**config.mk**
```make
export PLATFORM = sky130hd
export DESIGN_NAME = jbh_buffer_handshake
export DESIGN_NICKNAME = d
export VERILOG_FILES = /design/src/inc/jbh_pkg.sv /design/src/design/jbh_buffer_handshake.sv
export SDC_FILE = /design/constraint.sdc
export NUM_CORES = 1
export LEC_CHECK = 0
export ABC_AREA = 1
export BUFFER_PORTS_ARGS = -buffer_cell sky130_fd_sc_hd__buf_4
export CORE_MARGIN = 3
export CORE_UTILIZATION = 50
export DETAILED_ROUTE_END_ITERATION = 10
export PLACE_DENSITY_LB_ADDON = 0.3
export SLEW_MARGIN = 20
export SYNTH_ARGS = -nofsm -noshare
export SYNTH_HDL_FRONTEND = slang
export SYNTH_SLANG_ARGS = --single-unit
```
**constraint.sdc**
```tcl
create_clock -name ref_clk -period 7.75 [get_ports ref_clk]
set_clock_uncertainty 0.05 [all_clocks]
set_input_delay 1.55 -clock ref_clk [delete_from_list [all_inputs] [get_ports ref_clk]]
set_output_delay 1.55 -clock ref_clk [all_outputs]
set_load 0.005 [all_outputs]
```
**src/inc/jbh_pkg.sv**
```systemverilog
// Function
// [RQ1] Software marks final input slice after copying.
// [RQ2] Software sets line write-end after count update.
// [RQ3] Line write-end reads one until hardware accepts.
// [RQ4] Line pointer clear resets read/write pointers.
// [RQ5] Line space equals slice count minus write count.
// [RQ6] Software marks final stream data after copying.
// [RQ7] Stream write-end set by software, pending until accepted.
// [RQ8] Stream pointer clear resets read/write pointers.
// [RQ9] Nineteen-bit valid word count over two registers.
// [RQ10] Decode copies never exceed size minus valid.
// [RQ11] Code-count register fields: class, table, index, count.
// [RQ12] Software zeroes index before each table load.
// [RQ13] DC symbol register fields: table, index, value.
// [RQ14] AC symbol fields swap meaning by operation.
// [RQ15] Hardware clears write-end when consuming update.
// [RQ16] Encode select: one encodes, zero decodes.
// [RQ17] Software programs write count, avoids overfill.
// [RQ18] Line empty flag invites more input data.
// [RQ19] Stream full flag asks software to drain.
package jbh_pkg;

   // ----------------------------------------------------------------
   // Register offsets
   // ----------------------------------------------------------------
   localparam logic [15:0] A_SLICES = 16'h0A16;
   localparam logic [15:0] A_WCNT = 16'h0A1C;
   localparam logic [15:0] A_SSIZE_LO = 16'h0A22;
   localparam logic [15:0] A_SSIZE_HI = 16'h0A24;
   localparam logic [15:0] A_XFER_LO = 16'h0A26;
   localparam logic [15:0] A_XFER_HI = 16'h0A28;
   localparam logic [15:0] A_MODE = 16'h0AB0;
   localparam logic [15:0] A_FLAGS = 16'h0AB2;
   localparam logic [15:0] A_LB_CTRL = 16'h0AB4;
   localparam logic [15:0] A_LB_SPACE = 16'h0AB6;
   localparam logic [15:0] A_BS_CTRL = 16'h0AB8;
   localparam logic [15:0] A_BS_VLO = 16'h0ABA;
   localparam logic [15:0] A_BS_VHI = 16'h0ABC;
   localparam logic [15:0] A_HUF_CNT = 16'h0ABE;
   localparam logic [15:0] A_HUF_DC = 16'h0AC0;
   localparam logic [15:0] A_HUF_ACL = 16'h0AC2;
   localparam logic [15:0] A_HUF_ACC = 16'h0AC4;
   localparam logic [15:0] A_INT_STAT = 16'h0AD0;
   localparam logic [15:0] A_INT_MASK = 16'h0AD2;

   // ----------------------------------------------------------------
   // Field positions and reset values
   // ----------------------------------------------------------------
   localparam int B_CLEAR = 0;
   localparam int B_WREND = 1;
   localparam int B_LAST = 2;
   localparam int B_ENC = 0;
   localparam int B_TRIG = 1;
   localparam int B_EMPTY = 4;
   localparam int B_FULL = 7;
   localparam int B_CNT_AC = 13;
   localparam int B_CNT_CH = 12;
   localparam int B_DC_CH = 11;
   localparam int N_EV = 4;
   localparam logic [15:0] R_ZERO = 16'h0000;

   // Huffman register selector codes.
   localparam logic [1:0] H_CNT = 2'h0;
   localparam logic [1:0] H_DC = 2'h1;
   localparam logic [1:0] H_ACL = 2'h2;
   localparam logic [1:0] H_ACC = 2'h3;

   // Events from the codec engine, one-cycle pulses.
   typedef struct packed {
      logic lb_ack;
      logic lb_slice_done;
      logic bs_ack;
      logic bs_word_done;
   } jbh_eng_t;

   // One Huffman table write, decoded for the engine.
   typedef struct packed {
      logic load;
      logic [1:0] sel;
      logic ac;
      logic chroma;
      logic [7:0] index;
      logic [7:0] value;
   } jbh_huff_t;

endpackage

```
**src/design/jbh_buffer_handshake.sv**
```systemverilog
// Decided for this implementation: the plain strobed port.
`timescale 1ns/1ps
`default_nettype none
module jbh_buffer_handshake import jbh_pkg::*; #(
   parameter int LW = 5, // Line pointer width.
   parameter int SW = 19 // Stream pointer width.
) (
   input wire logic ref_clk, // Register clock.
   input wire logic sys_rst, // Synchronous reset.
   input wire logic [15:0] reg_addr, // Register address.
   input wire logic [15:0] reg_wdata, // Write data.
   input wire logic reg_wr, // Write strobe.
   input wire logic reg_rd, // Read strobe.
   output logic [15:0] reg_rdata, // Read data.
   input wire jbh_eng_t eng_ev, // Engine events.
   output logic irq, // Interrupt level.
   output logic encode_select, // Operation mode.
   output logic cmd_trigger, // Command trigger mode.
   output logic final_input_slice_flag, // Last input slice.
   output logic line_store_update_req, // Line update pending.
   output logic [LW-1:0] line_wr_ptr, // Line write pointer.
   output logic [LW-1:0] line_rd_ptr, // Line read pointer.
   output logic final_stream_data_flag, // Last stream data.
   output logic stream_store_update_req, // Stream update pending.
   output logic [SW-1:0] stream_wr_ptr, // Stream write pointer.
   output logic [SW-1:0] stream_rd_ptr, // Stream read pointer.
   output jbh_huff_t huff_load // Huffman table write.
);

   // ----------------------------------------------------------------
   // State
   // ----------------------------------------------------------------
   logic [15:0] rd_q, rd_d;
   logic enc_q, enc_d, trig_q, trig_d;
   logic [LW-1:0] slices_q, slices_d, wcnt_q, wcnt_d;
   logic [LW-1:0] lbw_q, lbw_d, lbr_q, lbr_d;
   logic lblast_q, lblast_d, lbpend_q, lbpend_d;
   logic [SW-1:0] ssize_q, ssize_d, xfer_q, xfer_d;
   logic [SW-1:0] bsw_q, bsw_d, bsr_q, bsr_d;
   logic bslast_q, bslast_d, bspend_q, bspend_d;
   logic empty_q, empty_d, full_q, full_d;
   logic [N_EV-1:0] ist_q, ist_d, imask_q, imask_d;
   logic irq_q, irq_d;
   logic [15:0] hcnt_q, hcnt_d, hdc_q, hdc_d;
   logic [15:0] hacl_q, hacl_d, hacc_q, hacc_d;
   jbh_huff_t huf_q, huf_d;
   logic [LW-1:0] lb_fill, lb_space;
   logic [SW-1:0] bs_valid;
   logic [N_EV-1:0] ev;

   // True when a write strobe targets the given offset.
   function automatic logic wr_at(input logic [15:0] off);
      wr_at = reg_wr && (reg_addr == off);
   endfunction

   // Splits an AC symbol word; field order depends on the mode.
   function automatic jbh_huff_t ac_split(input logic [15:0] w,
                                         input logic enc,
                                         input logic [1:0] sel);
      jbh_huff_t h;
      h = '0;
      h.load = 1'b1;
      h.sel = sel;
      h.ac = 1'b1;
      h.chroma = (sel == H_ACC);
      if (enc) begin
         h.value = w[15:8]; // see [RQ14]
         h.index = w[7:0];
      end else begin
         h.index = w[15:8]; // see [RQ14]
         h.value = w[7:0];
      end
      ac_split = h;
   endfunction

   // ----------------------------------------------------------------
   // Derived levels
   // ----------------------------------------------------------------
   // Occupancy wraps with the pointers; room is slice count minus write count.
   assign lb_fill = lbw_q - lbr_q;
   assign lb_space = slices_q - wcnt_q; // see [RQ5]
   assign bs_valid = bsw_q - bsr_q; // see [RQ9]

   // ----------------------------------------------------------------
   // Configuration and mode registers
   // ----------------------------------------------------------------
   // Plain software settings; write count is writable only when
   // software owns it, otherwise writes are ignored.
   always_comb begin
      enc_d = enc_q;
      trig_d = trig_q;
      slices_d = slices_q;
      wcnt_d = wcnt_q;
      ssize_d = ssize_q;
      xfer_d = xfer_q;
      imask_d = imask_q;
      if (wr_at(A_MODE)) begin
         enc_d = reg_wdata[B_ENC]; // see [RQ16]
         trig_d = reg_wdata[B_TRIG];
      end
      if (wr_at(A_SLICES)) begin
         slices_d = reg_wdata[LW-1:0];
      end
      if (wr_at(A_WCNT) && enc_q && trig_q) begin
         wcnt_d = reg_wdata[LW-1:0]; // see [RQ17]
      end
      if (wr_at(A_SSIZE_LO)) begin
         ssize_d[15:0] = reg_wdata;
      end
      if (wr_at(A_SSIZE_HI)) begin
         ssize_d[SW-1:16] = reg_wdata[SW-17:0];
      end
      if (wr_at(A_XFER_LO)) begin
         xfer_d[15:0] = reg_wdata;
      end
      if (wr_at(A_XFER_HI)) begin
         xfer_d[SW-1:16] = reg_wdata[SW-17:0];
      end
      if (wr_at(A_INT_MASK)) begin
         imask_d = reg_wdata[N_EV-1:0];
      end
   end

   // Registers the configuration group.
   always_ff @(posedge ref_clk) begin
      if (sys_rst) begin
         enc_q <= 1'b0;
         trig_q <= 1'b0;
         slices_q <= '0;
         wcnt_q <= '0;
         ssize_q <= '0;
         xfer_q <= '0;
         imask_q <= '0;
      end else begin
         enc_q <= enc_d;
         trig_q <= trig_d;
         slices_q <= slices_d;
         wcnt_q <= wcnt_d;
         ssize_q <= ssize_d;
         xfer_q <= xfer_d;
         imask_q <= imask_d;
      end
   end

   // ----------------------------------------------------------------
   // Line store handshake
   // ----------------------------------------------------------------
   // An accepted update advances the write pointer by the write
   // count; a software set in the same cycle keeps the request up.
   always_comb begin
      lbw_d = lbw_q;
      lbr_d = lbr_q;
      lblast_d = lblast_q;
      lbpend_d = lbpend_q;
      if (lbpend_q && eng_ev.lb_ack) begin
         lbpend_d = 1'b0; // see [RQ15]
         lbw_d = lbw_q + wcnt_q;
      end
      if (eng_ev.lb_slice_done && (lb_fill != '0)) begin
         lbr_d = lbr_q + {{(LW-1){1'b0}}, 1'b1};
      end
      if (wr_at(A_LB_CTRL)) begin
         lblast_d = reg_wdata[B_LAST]; // see [RQ1]
         if (reg_wdata[B_WREND]) begin
            lbpend_d = 1'b1; // see [RQ2] [RQ3]
         end
         if (reg_wdata[B_CLEAR]) begin
            lbw_d = '0; // see [RQ4]
            lbr_d = '0;
            lbpend_d = 1'b0;
         end
      end
   end

   // Registers the line store group.
   always_ff @(posedge ref_clk) begin
      if (sys_rst) begin
         lbw_q <= '0;
         lbr_q <= '0;
         lblast_q <= 1'b0;
         lbpend_q <= 1'b0;
      end else begin
         lbw_q <= lbw_d;
         lbr_q <= lbr_d;
         lblast_q <= lblast_d;
         lbpend_q <= lbpend_d;
      end
   end

   // ----------------------------------------------------------------
   // Stream store handshake
   // ----------------------------------------------------------------
   // Encode: engine fills, software drains by the transfer size.
   // Decode: software fills by the transfer size, engine drains.
   always_comb begin
      bsw_d = bsw_q;
      bsr_d = bsr_q;
      bslast_d = bslast_q;
      bspend_d = bspend_q;
      if (bspend_q && eng_ev.bs_ack) begin
         bspend_d = 1'b0; // see [RQ15]
         if (enc_q) begin
            bsr_d = bsr_q + xfer_q; // see [RQ7]
         end else begin
            bsw_d = bsw_q + xfer_q; // see [RQ10]
         end
      end
      if (eng_ev.bs_word_done) begin
         if (enc_q) begin
            bsw_d = bsw_d + {{(SW-1){1'b0}}, 1'b1};
         end else if (bs_valid != '0) begin
            bsr_d = bsr_d + {{(SW-1){1'b0}}, 1'b1};
         end
      end
      if (wr_at(A_BS_CTRL)) begin
         bslast_d = reg_wdata[B_LAST]; // see [RQ6]
         if (reg_wdata[B_WREND]) begin
            bspend_d = 1'b1; // see [RQ7]
         end
         if (reg_wdata[B_CLEAR]) begin
            bsw_d = '0; // see [RQ8]
            bsr_d = '0;
            bspend_d = 1'b0;
         end
      end
   end

   // Registers the stream store group.
   always_ff @(posedge ref_clk) begin
      if (sys_rst) begin
         bsw_q <= '0;
         bsr_q <= '0;
         bslast_q <= 1'b0;
         bspend_q <= 1'b0;
      end else begin
         bsw_q <= bsw_d;
         bsr_q <= bsr_d;
         bslast_q <= bslast_d;
         bspend_q <= bspend_d;
      end
   end

   // ----------------------------------------------------------------
   // Flags and interrupts
   // ----------------------------------------------------------------
   // Sticky events: accepts and rising empty or full; a new event
   // beats a write-one clear in the same cycle.
   always_comb begin
      empty_d = enc_q && trig_q && (lbw_d == lbr_d); // see [RQ18]
      full_d = enc_q && ((bsw_d - bsr_d) >= ssize_q); // see [RQ19]
      ev[0] = lbpend_q && eng_ev.lb_ack;
      ev[1] = bspend_q && eng_ev.bs_ack;
      ev[2] = empty_d && !empty_q;
      ev[3] = full_d && !full_q;
      ist_d = ist_q;
      if (wr_at(A_INT_STAT)) begin
         ist_d = ist_q & ~reg_wdata[N_EV-1:0];
      end
      ist_d = ist_d | ev;
      irq_d = |(ist_d & imask_d);
   end

   // Registers the flag group.
   always_ff @(posedge ref_clk) begin
      if (sys_rst) begin
         empty_q <= 1'b0;
         full_q <= 1'b0;
         ist_q <= '0;
         irq_q <= 1'b0;
      end else begin
         empty_q <= empty_d;
         full_q <= full_d;
         ist_q <= ist_d;
         irq_q <= irq_d;
      end
   end

   // ----------------------------------------------------------------
   // Huffman table loading
   // ----------------------------------------------------------------
   // Each write is held for read-back and passed to the engine as a
   // one-cycle load carrying decoded fields.
   always_comb begin
      hcnt_d = hcnt_q;
      hdc_d = hdc_q;
      hacl_d = hacl_q;
      hacc_d = hacc_q;
      huf_d = '0;
      if (wr_at(A_HUF_CNT)) begin
         hcnt_d = reg_wdata & 16'h3FFF;
         huf_d.load = 1'b1;
         huf_d.sel = H_CNT;
         huf_d.ac = reg_wdata[B_CNT_AC]; // see [RQ11]
         huf_d.chroma = reg_wdata[B_CNT_CH];
         huf_d.index = {4'h0, reg_wdata[11:8]}; // see [RQ12]
         huf_d.value = reg_wdata[7:0];
      end
      if (wr_at(A_HUF_DC)) begin
         hdc_d = reg_wdata & 16'h0FFF;
         huf_d.load = 1'b1;
         huf_d.sel = H_DC;
         huf_d.chroma = reg_wdata[B_DC_CH]; // see [RQ13]
         huf_d.index = {5'h00, reg_wdata[10:8]};
         huf_d.value = reg_wdata[7:0];
      end
      if (wr_at(A_HUF_ACL)) begin
         hacl_d = reg_wdata;
         huf_d = ac_split(reg_wdata, enc_q, H_ACL);
      end
      if (wr_at(A_HUF_ACC)) begin
         hacc_d = reg_wdata;
         huf_d = ac_split(reg_wdata, enc_q, H_ACC);
      end
   end

   // Registers the Huffman group.
   always_ff @(posedge ref_clk) begin
      if (sys_rst) begin
         hcnt_q <= R_ZERO;
         hdc_q <= R_ZERO;
         hacl_q <= R_ZERO;
         hacc_q <= R_ZERO;
         huf_q <= '0;
      end else begin
         hcnt_q <= hcnt_d;
         hdc_q <= hdc_d;
         hacl_q <= hacl_d;
         hacc_q <= hacc_d;
         huf_q <= huf_d;
      end
   end

   // ----------------------------------------------------------------
   // Read path
   // ----------------------------------------------------------------
   // Data stands in the cycle after the strobe only; unmapped reads
   // return zero.
   always_comb begin
      rd_d = R_ZERO;
      if (reg_rd) begin
         case (reg_addr)
            A_SLICES: rd_d = {11'h000, slices_q};
            A_WCNT: rd_d = {11'h000, wcnt_q};
            A_SSIZE_LO: rd_d = ssize_q[15:0];
            A_SSIZE_HI: rd_d = {13'h0000, ssize_q[SW-1:16]};
            A_XFER_LO: rd_d = xfer_q[15:0];
            A_XFER_HI: rd_d = {13'h0000, xfer_q[SW-1:16]};
            A_MODE: rd_d = {14'h0000, trig_q, enc_q};
            A_FLAGS: begin
               rd_d[B_EMPTY] = empty_q;
               rd_d[B_FULL] = full_q;
            end
            A_LB_CTRL: rd_d = {13'h0000, lblast_q, lbpend_q, 1'b0}; // see [RQ3]
            A_LB_SPACE: rd_d = {11'h000, lb_space}; // see [RQ5]
            A_BS_CTRL: rd_d = {13'h0000, bslast_q, bspend_q, 1'b0}; // see [RQ7]
            A_BS_VLO: rd_d = bs_valid[15:0]; // see [RQ9]
            A_BS_VHI: rd_d = {13'h0000, bs_valid[SW-1:16]};
            A_HUF_CNT: rd_d = hcnt_q;
            A_HUF_DC: rd_d = hdc_q;
            A_HUF_ACL: rd_d = hacl_q;
            A_HUF_ACC: rd_d = hacc_q;
            A_INT_STAT: rd_d = {12'h000, ist_q};
            A_INT_MASK: rd_d = {12'h000, imask_q};
            default: rd_d = R_ZERO;
         endcase
      end
   end

   // Registers the read data.
   always_ff @(posedge ref_clk) begin
      if (sys_rst) begin
         rd_q <= R_ZERO;
      end else begin
         rd_q <= rd_d;
      end
   end

   // ----------------------------------------------------------------
   // Outputs
   // ----------------------------------------------------------------
   assign reg_rdata = rd_q;
   assign irq = irq_q;
   assign encode_select = enc_q;
   assign cmd_trigger = trig_q;
   assign final_input_slice_flag = lblast_q;
   assign line_store_update_req = lbpend_q;
   assign line_wr_ptr = lbw_q;
   assign line_rd_ptr = lbr_q;
   assign final_stream_data_flag = bslast_q;
   assign stream_store_update_req = bspend_q;
   assign stream_wr_ptr = bsw_q;
   assign stream_rd_ptr = bsr_q;
   assign huff_load = huf_q;

endmodule // jbh_buffer_handshake
`default_nettype wire

```
# ---- Word level (Yosys, flattened, before mapping)
# Index checks and enable logic that the tools add are counted.
dict set report op_classes {
  n_eq_ne 20
  n_reduce_logical 31
  n_addsub 10
  muxes 40
  magnitude_cmp 1
  n_bitwise 5
}
# cell n
set op_table {}
lappend op_table {{$eq A16 B12 Y1 const B} 19}
lappend op_table {{$mux W19} 13}
lappend op_table {{$pmux W4 S18} 1}
lappend op_table {{$mux W21} 3}
lappend op_table {{$pmux W8 S7} 1}
lappend op_table {{$add A19 B1 Y19 const B} 2}
lappend op_table {{$add A19 B19 Y19} 2}
lappend op_table {{$sub A19 B19 Y19} 2}
lappend op_table {{$mux W5} 6}
lappend op_table {{$logic_and A1 B1 Y1} 25}
lappend op_table {{$ge A19 B19 Y1} 1}
lappend op_table {{$reduce_bool A19 Y1} 1}
lappend op_table {{$mux W17} 1}
lappend op_table {{$mux W16} 1}
lappend op_table {{$pmux W2 S7} 1}
lappend op_table {{$pmux W1 S11} 1}
lappend op_table {{$sub A5 B5 Y5} 2}
lappend op_table {{$and A4 B4 Y4} 2}
lappend op_table {{$mux W1} 8}
lappend op_table {{$mux W4} 2}
lappend op_table {{$pmux W1 S8} 1}
lappend op_table {{$add A5 B1 Y5 const B} 1}
lappend op_table {{$add A5 B5 Y5} 1}
lappend op_table {{$eq A5 B5 Y1} 1}
lappend op_table {{8 further kinds} 9}
dict set report word_totals {
  out_inout_bits 92
  word_cells 139
  ff_bits 208
  in_bits 40
}

# ---- Depth between registers and ports, before layout
# Gate-level depths: netlist of the first run.
dict set report depth {
  word_depth 16
  depth_mapped 48
  mapped_depth_nobuf 47
}

# ---- Worst setup path before layout of the first run
# OpenSTA, ideal clock, no wires.
dict set report synth_timing {
  path_kind {input-to-reg}
  startpoint {input reg_addr[12]}
  endpoint {register irq_q, in the netlist irq}
  required_ns 7.629
  path_slack_ns 1.319
  stages 38
  t_arrival_ns 6.311
  path_buffers 1
  setup_ns 0.071
  cell_sequence {nor3_1 -> nand3_1 -> nor2_1 -> inv_1 -> nor2_1 -> nand2_1 -> nor2_1 -> nand2_1 -> clkinv_1 -> buf_2 -> nor3_1 -> ha_1 -> inv_1 -> fa_1 -> nand3_1 -> nand2_1 -> nand2_1 -> nand2_1 -> [2 not listed] -> a21oi_1 -> o21bai_1 -> nand3_1 -> nand2_1 -> a21boi_0 -> nand3_1 -> nand2_1 -> ha_1 -> nand2_1 -> nor4_1 -> nand3_1 -> o2111ai_1 -> nand2_1 -> o21ai_0 -> inv_1 -> nor2_1 -> nor2_1 -> a21oi_1}
}
dict set report synth_between {
  elab_chain_len 10
  word_cells_on_any_way 24
  classes_between {add/sub (1); order compare (1); eq/ne (5); mux (6); bitwise (2); reduce/logical (9)}
}
# item line_no
set synth_lines {}
lappend synth_lines {{start, declared} jbh_buffer_handshake.sv:10} ;# input wire logic [15:0] reg_addr,
lappend synth_lines {{$eq A16 B12 Y1} jbh_buffer_handshake.sv:53} ;# wr_at = reg_wr && (reg_addr == off);
lappend synth_lines {{$logic_and A1 B1 Y1} jbh_buffer_handshake.sv:53}
lappend synth_lines {{$mux W19} jbh_buffer_handshake.sv:215} ;# if (wr_at(A_BS_CTRL)) begin
lappend synth_lines {{net bsr_d[0]} jbh_buffer_handshake.sv:39} ;# logic [SW-1:0] bsw_q, bsw_d, bsr_q, bsr_d;
lappend synth_lines {{$sub A19 B19 Y19} jbh_buffer_handshake.sv:250} ;# full_d = enc_q && ((bsw_d - bsr_d) >= ssize_q);
lappend synth_lines {{$ge A19 B19 Y1} jbh_buffer_handshake.sv:250}
lappend synth_lines {{$logic_and A1 B1 Y1} jbh_buffer_handshake.sv:250}
lappend synth_lines {{$logic_and A1 B1 Y1} jbh_buffer_handshake.sv:254} ;# ev[3] = full_d && !full_q;
lappend synth_lines {{$or A4 B4 Y4} jbh_buffer_handshake.sv:259} ;# ist_d = ist_d | ev;
lappend synth_lines {{$and A4 B4 Y4} jbh_buffer_handshake.sv:260} ;# irq_d = |(ist_d & imask_d);
lappend synth_lines {{$reduce_or A4 Y1} jbh_buffer_handshake.sv:260}
lappend synth_lines {{end signal, assigned} jbh_buffer_handshake.sv:274} ;# irq_q <= irq_d;
lappend synth_lines {{end, declared} jbh_buffer_handshake.sv:43} ;# logic irq_q, irq_d;
# The timed path passes the listed nets, and every way through them passes these cells.
# A chain may end at the register's enable or synchronous reset.

# ---- Worst setup path after layout of the first run
dict set report layout_timing {
  startpoint {register bsr_q[5], in the netlist stream_rd_ptr[5]}
  endpoint {register irq_q, in the netlist irq}
}
dict set report layout_between {
  word_cells_on_any_way 18
  classes_between {add/sub (4); order compare (1); mux (7); bitwise (2); reduce/logical (4)}
}
# item line_no
set layout_rtl {}
lappend layout_rtl {{start, declared} jbh_buffer_handshake.sv:39}
lappend layout_rtl {{start signal, assigned} jbh_buffer_handshake.sv:237} ;# bsr_q <= bsr_d;
lappend layout_rtl {{$sub A19 B19 Y19 (*)} jbh_buffer_handshake.sv:82} ;# assign bs_valid = bsw_q - bsr_q;
lappend layout_rtl {{$reduce_bool A19 Y1 (*)} jbh_buffer_handshake.sv:211} ;# end else if (bs_valid != '0) begin
lappend layout_rtl {{$mux W19 (*)} jbh_buffer_handshake.sv:211}
lappend layout_rtl {{$mux W19 (*)} jbh_buffer_handshake.sv:209} ;# if (enc_q) begin
lappend layout_rtl {{$mux W19 (*)} jbh_buffer_handshake.sv:208} ;# if (eng_ev.bs_word_done) begin
lappend layout_rtl {{$mux W19} jbh_buffer_handshake.sv:220} ;# if (reg_wdata[B_CLEAR]) begin
lappend layout_rtl {{$mux W19 (*)} jbh_buffer_handshake.sv:215}
lappend layout_rtl {{net bsr_d[0]} jbh_buffer_handshake.sv:39}
lappend layout_rtl {{$sub A19 B19 Y19 (*)} jbh_buffer_handshake.sv:250}
lappend layout_rtl {{$ge A19 B19 Y1 (*)} jbh_buffer_handshake.sv:250}
lappend layout_rtl {{$logic_and A1 B1 Y1 (*)} jbh_buffer_handshake.sv:250}
lappend layout_rtl {{$logic_and A1 B1 Y1 (*)} jbh_buffer_handshake.sv:254}
lappend layout_rtl {{$or A4 B4 Y4 (*)} jbh_buffer_handshake.sv:259}
lappend layout_rtl {{$and A4 B4 Y4 (*)} jbh_buffer_handshake.sv:260}
lappend layout_rtl {{$reduce_or A4 Y1 (*)} jbh_buffer_handshake.sv:260}
# The timed path passes the listed nets; every way through them passes the cells marked *.

==> run_results.csv, run 1 <==
group,metric,value,unit
synth,synth_nets,2494,
synth,synthMuxAreaShare,0.000668,
synth,synthAdderAreaFrac,0.0965,
route,wire_per_inst,20.6,µm
synth,yosysTopAreaCell,"dfxtp_1",
setup_path,crit_fanout,12,
setup_path,worst_path_max_delay_cell,"fa_1",
cts,clock_latency,540,ps
grt,grt_max_degree,108,
route,wirelength,59000,µm
grt,track_usage,0.358,
setup_path,worstSetupEndpointType,"flip-flop",
synth,syn_avg_cell_area,6.40,µm²
timing,hold_viol,0,
grt,grt.overflow.total,0,
outcome,status,"finished, final reports clean",
die,ios,132,
synth,synthXorXnorAreaFrac,0.0210,
cts,postCtsSetupBuffers,0,
setup_path,crit_path_frequent_cell,"nand2_1",
synth,synth_top_family_by_area,"simple AND/OR/NAND/NOR gates",
timing,setup_ws,766,ps
power_and_ir_drop,p_leak,8.21,nW
timing,slew_headroom,0.274,
grt,grt_pass1_wl,88200,µm
synth,synthSimpleGateAreaFrac,0.309,
route,dr.first_iter.drc_count,1794,
synth,ys_seq_elements,208,
synth,synth_area,0.0150,mm²
synth,synthDistinctLibCells,57,
timing,fmax,143,MHz
synth,yosys_warnings,0,
power_and_ir_drop,p_per_area,147,mW/mm²
synth,ys_seq_area_frac,0.278,
setup_path,path_buf_inv,4,
setup_path,cp_data_required_time,8170,ps
final_layout,n_antenna_cell,0,
hold_path,min_path_type,"flip-flop to flip-flop",
timing,fin_crit,6980,ps
timing,finalSetupViolCount,0,
route,viasPerCell,5.82,
final_layout,n_fill_cell,2898,
synth,synth_top_area_frac,0.278,
synth,synth.area.top_cells,"dfxtp_1 (28%), nand2_1 (14%), inv_1 (9.2%)",
setup_path,startpoint_type,"flip-flop",
route,wl_met1,24600,µm
synth,synth_edf_count,0,
route,drcViolationCount,0,
cts,numClockSinks,208,
cts,clock_path_buffers,3,
power_and_ir_drop,total_power,2.51,mW
die,num_rows,62,
cts,htreeDepth,1,
placed_design,dp_hpwl,47300,µm
timing,rsz0062_at_grt,"no",
setup_path,critPathKind,"flip-flop to flip-flop",
route,dr_total_vias,16623,
grt,grt_pass1_vias,15334,
route,met2_length,26500,µm
timing,worst_pin_slew,1090,ps
die,core,0.0291,mm²
timing,fin_tns_setup,0,ps
cts,path_clk_slew,60,ps
timing,final_max_slew_viol_count,0,
cts,cts_made_buffers,24,
final_layout,final_nets,2608,
die,die_h,179,µm
route,met3_length,5400,µm
die,die_area,0.0321,mm²
synth,synth_ff_type,"dfxtp_1",
placed_design,gp_congestion,1.01,
die,start_util,0.515,
route,routed.top_layer,"met4",
final_layout,layout-drive-gt1-share,0.100,
route,drtAntennaViolNets,0,
job,cap_violations,0,
route,drt_first_pass_iters,6,
die,dieWidth,179,µm
grt,grt_antenna_before_repair,0,
setup_path,arrival,7400,ps
placed_design,port-buffer-count,131,
timing,fin_crit_sh,0.901,
synth,synthCells,2342,
synth,synth_compound_area_frac,0.183,
synth,synthArstFlopShare,0,
cts,clock-root-buffer,"clkbuf_16",
power_and_ir_drop,ir_drop,0.152,mV
final_layout,areaGrowthSynthToFinish,14.4,%
placed_design,dp_slack,567,ps
setup_path,cpPeakStageDelay,420,ps
cts,cts_tree,"yes",
setup_path,critPathTopFamily,"simple AND/OR/NAND/NOR gates",
[layer usage]
metal,GRT usage,vias to the layer above
met5,0,-
met4,0.123,0
met3,0.0557,134
met2,0.587,841
met1,0.482,7683
li1,-,7965
[sequential cells by signal (all words and copies together), names as in the netlist, 4 cells and up]
register / count
ist_q: 4
ssize_q: 19
stream_wr_ptr: 19
hacl_q: 16
imask_q: 4
hacc_q: 16
reg_rdata: 16
line_rd_ptr: 5
line_wr_ptr: 5
slices_q: 5
hdc_q: 12
huff_load: 21
hcnt_q: 14
stream_rd_ptr: 19
xfer_q: 19
wcnt_q: 5
[timing repair]
item                       in CTS  in global routing
hold buffers                    0                  0
setup endpoints to repair       0                  1
resized for setup               0                  1
[cell usage after synthesis (8+ instances only)]
cell / count
nor3_1: 37
or2_2: 10
nand4_1: 41
a221oi_1: 10
nand2_1: 556
a211oi_1: 8
nor2_2: 10
a21oi_1: 203
dfxtp_1: 208
nand3_1: 118
o21bai_1: 11
ha_1: 106
o21ai_0: 175
nand3b_1: 20
inv_1: 366
nor4_1: 26
nor2_1: 210
xor2_1: 29
a22oi_1: 16
o22ai_1: 16
o21ai_1: 8
a31oi_1: 8
clkbuf_1: 46
[area by class of cell]
class,instances,area (µm²),share of cell area
Multi-Input combinational cell,1700,9160,0.535
Clock buffer,28,626,0.0365
Tap cell,384,480,0.0280
Clock inverter,16,190,0.0111
Timing Repair Buffer,147,1100,0.0644
Inverter,375,1410,0.0823
Sequential cell,208,4160,0.243
[layout by cell type, fill, tap and decap left out, drive strengths merged, types with 2 or more instances in the layout]
master / n
buf: 147
o22ai: 16
a21o: 3
clkbuf: 28
nor2: 224
o221ai: 2
dfxtp: 208
a221oi: 10
nor4: 27
clkinv: 11
o21a: 5
o21ai: 186
nor3: 41
nand4: 44
ha: 106
nand2: 562
o21bai: 11
a21boi: 2
a2111oi: 2
o211ai: 4
a21oi: 205
a31oi: 8
fa: 6
and2: 2
xnor2: 7
o2111ai: 3
a41oi: 3
a32o: 5
clkinvlp: 2
inv: 375
nand3: 125
a211oi: 8
xor2: 29
a22oi: 16
or2: 13
bufinv: 3
nand3b: 20
[power breakdown]
part / switching, mW / internal, mW
clock: 0.499 / 0.687
sequential: 0.00686 / 1.07
combinational: 0.162 / 0.0860
[per-stage QoR]
step                      utilization  cells  hold WS, ps  instance area (µm²)
after floorplan                     -   2342          373                15000
after global placement          0.561   2814          383                16300
after detailed placement        0.561   2814          393                16300
after CTS                       0.589   2858          402                17100
after global routing            0.589   2858          417                17100
final                           0.589   2858          402                17100
[worst min-delay path: cells and delay by family (launching register included)]
family          cells  cell delay [ps]
flops               1              310
buf+inv             1               50
compound gates      1               50
[worst paths after layout]
kind	from	to	slack, ps	cells after the start
worst max-delay path	stream_rd_ptr[5]	irq	770	42
worst min register to register	hacl_q[3]	hacl_q[3]	400	2
worst min-delay path	hacl_q[3]	hacl_q[3]	400	2
worst max register to register	stream_rd_ptr[5]	irq	770	42
[logic make-up after synthesis]
family	Yosys count
flops	208
simple gates	1059
mux	1
buf+inv	434
fa+ha+maj	112
compound gates	492
xor+xnor	36
(Power assumes the default switching activity.)
==> inputs of run 2 (changes only) <==
--- a/config.mk
+++ b/config.mk
@@ -12,3 +12,3 @@
 export DETAILED_ROUTE_END_ITERATION = 10
-export PLACE_DENSITY_LB_ADDON = 0.3
+export PLACE_DENSITY = 0.8
 export SLEW_MARGIN = 20
@@ -17 +17,2 @@
 export SYNTH_SLANG_ARGS = --single-unit
+export TNS_END_PERCENT = 5
==> constraint.sdc (replaced) <==
create_clock -name ref_clk -period 7.75 [get_ports ref_clk]
set_clock_uncertainty 0.05 [all_clocks]
set_input_delay 0.775 -clock ref_clk [delete_from_list [all_inputs] [get_ports ref_clk]]
set_output_delay 0.775 -clock ref_clk [all_outputs]
set_load 0.005 [all_outputs]
==> run 2 against run 1 <==
Against the previous run: combinational power about the same; clock power grew 4%; worst hold slack hardly changed; routed wire length shrank 0.88%; non-clock buffer count fell by 2; register-to-register slack lost 130 ps; sequential share of layout area is essentially flat; first-iteration DRC count increased by 7.7%; critical path depth shrank 10; fmax shrank 1.8%; clock-buffer cell count grew 5; highest routed layer is now met5.
==> run_results.csv, run 2 (synthesis gave the netlist of run 1 again) <==
group,metric,value,unit
hold_path,min_path_type,"flip-flop to flip-flop",
final_layout,areaGrowthSynthToFinish,14.5,%
power_and_ir_drop,p_leak,8.21,nW
grt,grt_pass1_wl,86900,µm
power_and_ir_drop,clkPwrFrac,0.482,
final_layout,n_antenna_cell,0,
placed_design,gp_congestion,1.07,
setup_path,critPathKind,"flip-flop to flip-flop",
power_and_ir_drop,ir_drop,0.139,mV
die,dieWidth,179,µm
timing,hold_viol,0,
job,cap_violations,0,
timing,fin_tns_setup,0,ps
power_and_ir_drop,p_per_area,150,mW/mm²
cts,path_clk_slew,60,ps
route,wire_per_inst,20.5,µm
power_and_ir_drop,power.share.switching,0.259,
final_layout,largest_register_ffs,21,
final_layout,fin_util,0.590,
timing,rsz0062_at_grt,"no",
grt,grt_max_degree,108,
route,drcViolationCount,0,
outcome,status,"finished, final reports clean",
die,ios,132,
timing,setup_ws,640,ps
setup_path,cp_data_required_time,8170,ps
timing,worst_pin_slew,1080,ps
final_layout,stdcell_area,0.0172,mm²
timing,finalSetupViolCount,0,
die,core,0.0291,mm²
setup_path,path_buf_inv,3,
grt,grt_pass1_vias,15192,
placed_design,port-buffer-count,131,
setup_path,worst_path_max_delay_cell,"fa_1",
setup_path,arrival,7530,ps
placed_design,dp_hpwl,46000,µm
grt,grt_antenna_before_repair,0,
placed_design,post_dp_cell_area,0.0163,mm²
timing,slew_headroom,0.276,
setup_path,crit_path_frequent_cell,"nand2_1",
cts,clock-root-buffer,"clkbuf_16",
die,die_area,0.0321,mm²
die,num_rows,62,
grt,grt.overflow.total,0,
final_layout,final_cell_mix,"nand2_1 (555), inv_1 (366), nor2_1 (209)",
timing,fmax,141,MHz
route,dr.first_iter.drc_count,1933,
route,viasPerCell,5.82,
power_and_ir_drop,p_int,1.90,mW
cts,cts_tree,"yes",
setup_path,cpPeakStageDelay,530,ps
timing,final_max_slew_viol_count,0,
die,start_util,0.515,
route,dr_total_vias,16611,
cts,postCtsSetupBuffers,0,
placed_design,dp_slack,762,ps
power_and_ir_drop,seqPwrFrac,0.420,
die,die_h,179,µm
setup_path,worstSetupEndpointType,"flip-flop",
route,drtAntennaViolNets,0,
final_layout,final_nets,2606,
final_layout,layout_commonest_cell,"nand2_1",
final_layout,n_fill_cell,2855,
power_and_ir_drop,p_comb_frac,0.097,
setup_path,crit_fanout,5,
cts,clock_path_buffers,3,
cts,clock_latency,550,ps
setup_path,startpoint_type,"flip-flop",
final_layout,layout-drive-gt1-share,0.0987,
cts,cts_made_buffers,24,
timing,fin_crit_sh,0.917,
grt,track_usage,0.354,
power_and_ir_drop,net-switching-power,666,µW
setup_path,critPathTopFamily,"simple AND/OR/NAND/NOR gates",
cts,htreeDepth,1,
cts,numClockSinks,208,
route,wirelength,58500,µm
timing,fin_crit,7110,ps
route,drt_first_pass_iters,6,
==> run 2: changes by cell type in the layout (fill, tap and decap cells not counted) <==
cell	before	now
a2111oi_0	1	2
a2111oi_1	1	0
buf_4	147	145
bufinv_16	3	4
clkbuf_1	3	5
clkbuf_8	1	4
clkinv_2	5	2
clkinv_4	3	1
clkinvlp_4	2	3
inv_6	2	0
==> run 2: path summary, 6_finish.rpt <==
path	from	endpoint	slack [ps]	cells after the start
max	xfer_q[0]	irq	640	32
min	hacl_q[15]	hacl_q[15]	400	2
max reg2reg	xfer_q[0]	irq	640	32
min reg2reg	hacl_q[15]	hacl_q[15]	400	2
==> run 2: repair_timing <==
item	CTS	global route
endpoints found under the setup margin	0	1
gates resized for setup	0	1
hold buffers	0	0
==> run 2: worst register-to-register path: cells and delay by family (launching register included) <==
family                   cells  cell delay (ps)
buffers and inverters        3              360
XOR/XNOR                     1              100
AO/OA/AOI/OAI                4              790
AND/OR/NAND/NOR             20             3630
adder cells (fa/ha/maj)      4             1690
flip-flops                   1              430
==> run 2: power groups by stage <==
stage	Clock (mW)	Combinational, mW	Sequential [mW]
2_1_floorplan	0	0.155	1.10
3_3_place_gp	0	0.239	1.10
3_5_place_dp	0	0.244	1.10
4_1_cts	1.24	0.245	1.08
5_1_grt	1.28	0.276	1.08
6_report	1.24	0.250	1.08
==> run 2: through the flow <==
stage / hold WS, ps / power, mW / std cells
final: 403 / 2.57 / 2856
after global routing: 413 / 2.64 / 2856
after CTS: 399 / 2.57 / 2856
after detailed placement: 390 / 1.35 / 2812
after global placement: 383 / 1.34 / 2812
after floorplan: 373 / 1.26 / 2342
==> run 2: final cells by class <==
| cell class | count | area, µm² | share of cell area |
|---|---|---|---|
| Clock buffer | 33 | 674 | 0.0393 |
| Clock inverter | 11 | 178 | 0.0104 |
| Inverter | 375 | 1410 | 0.0822 |
| Multi-Input combinational cell | 1700 | 9160 | 0.534 |
| Sequential cell | 208 | 4160 | 0.243 |
| Tap cell | 384 | 480 | 0.0280 |
| Timing Repair Buffer | 145 | 1090 | 0.0634 |
==> run 2: per-layer routing <==
metal | wire (µm) | share of wire | global-route usage
met1 | 23100 | 0.40 | 0.452
met2 | 26000 | 0.44 | 0.573
met3 | 6490 | 0.11 | 0.0853
met4 | 2810 | 0.048 | 0.150
met5 | 41 | 0.00070 | 0
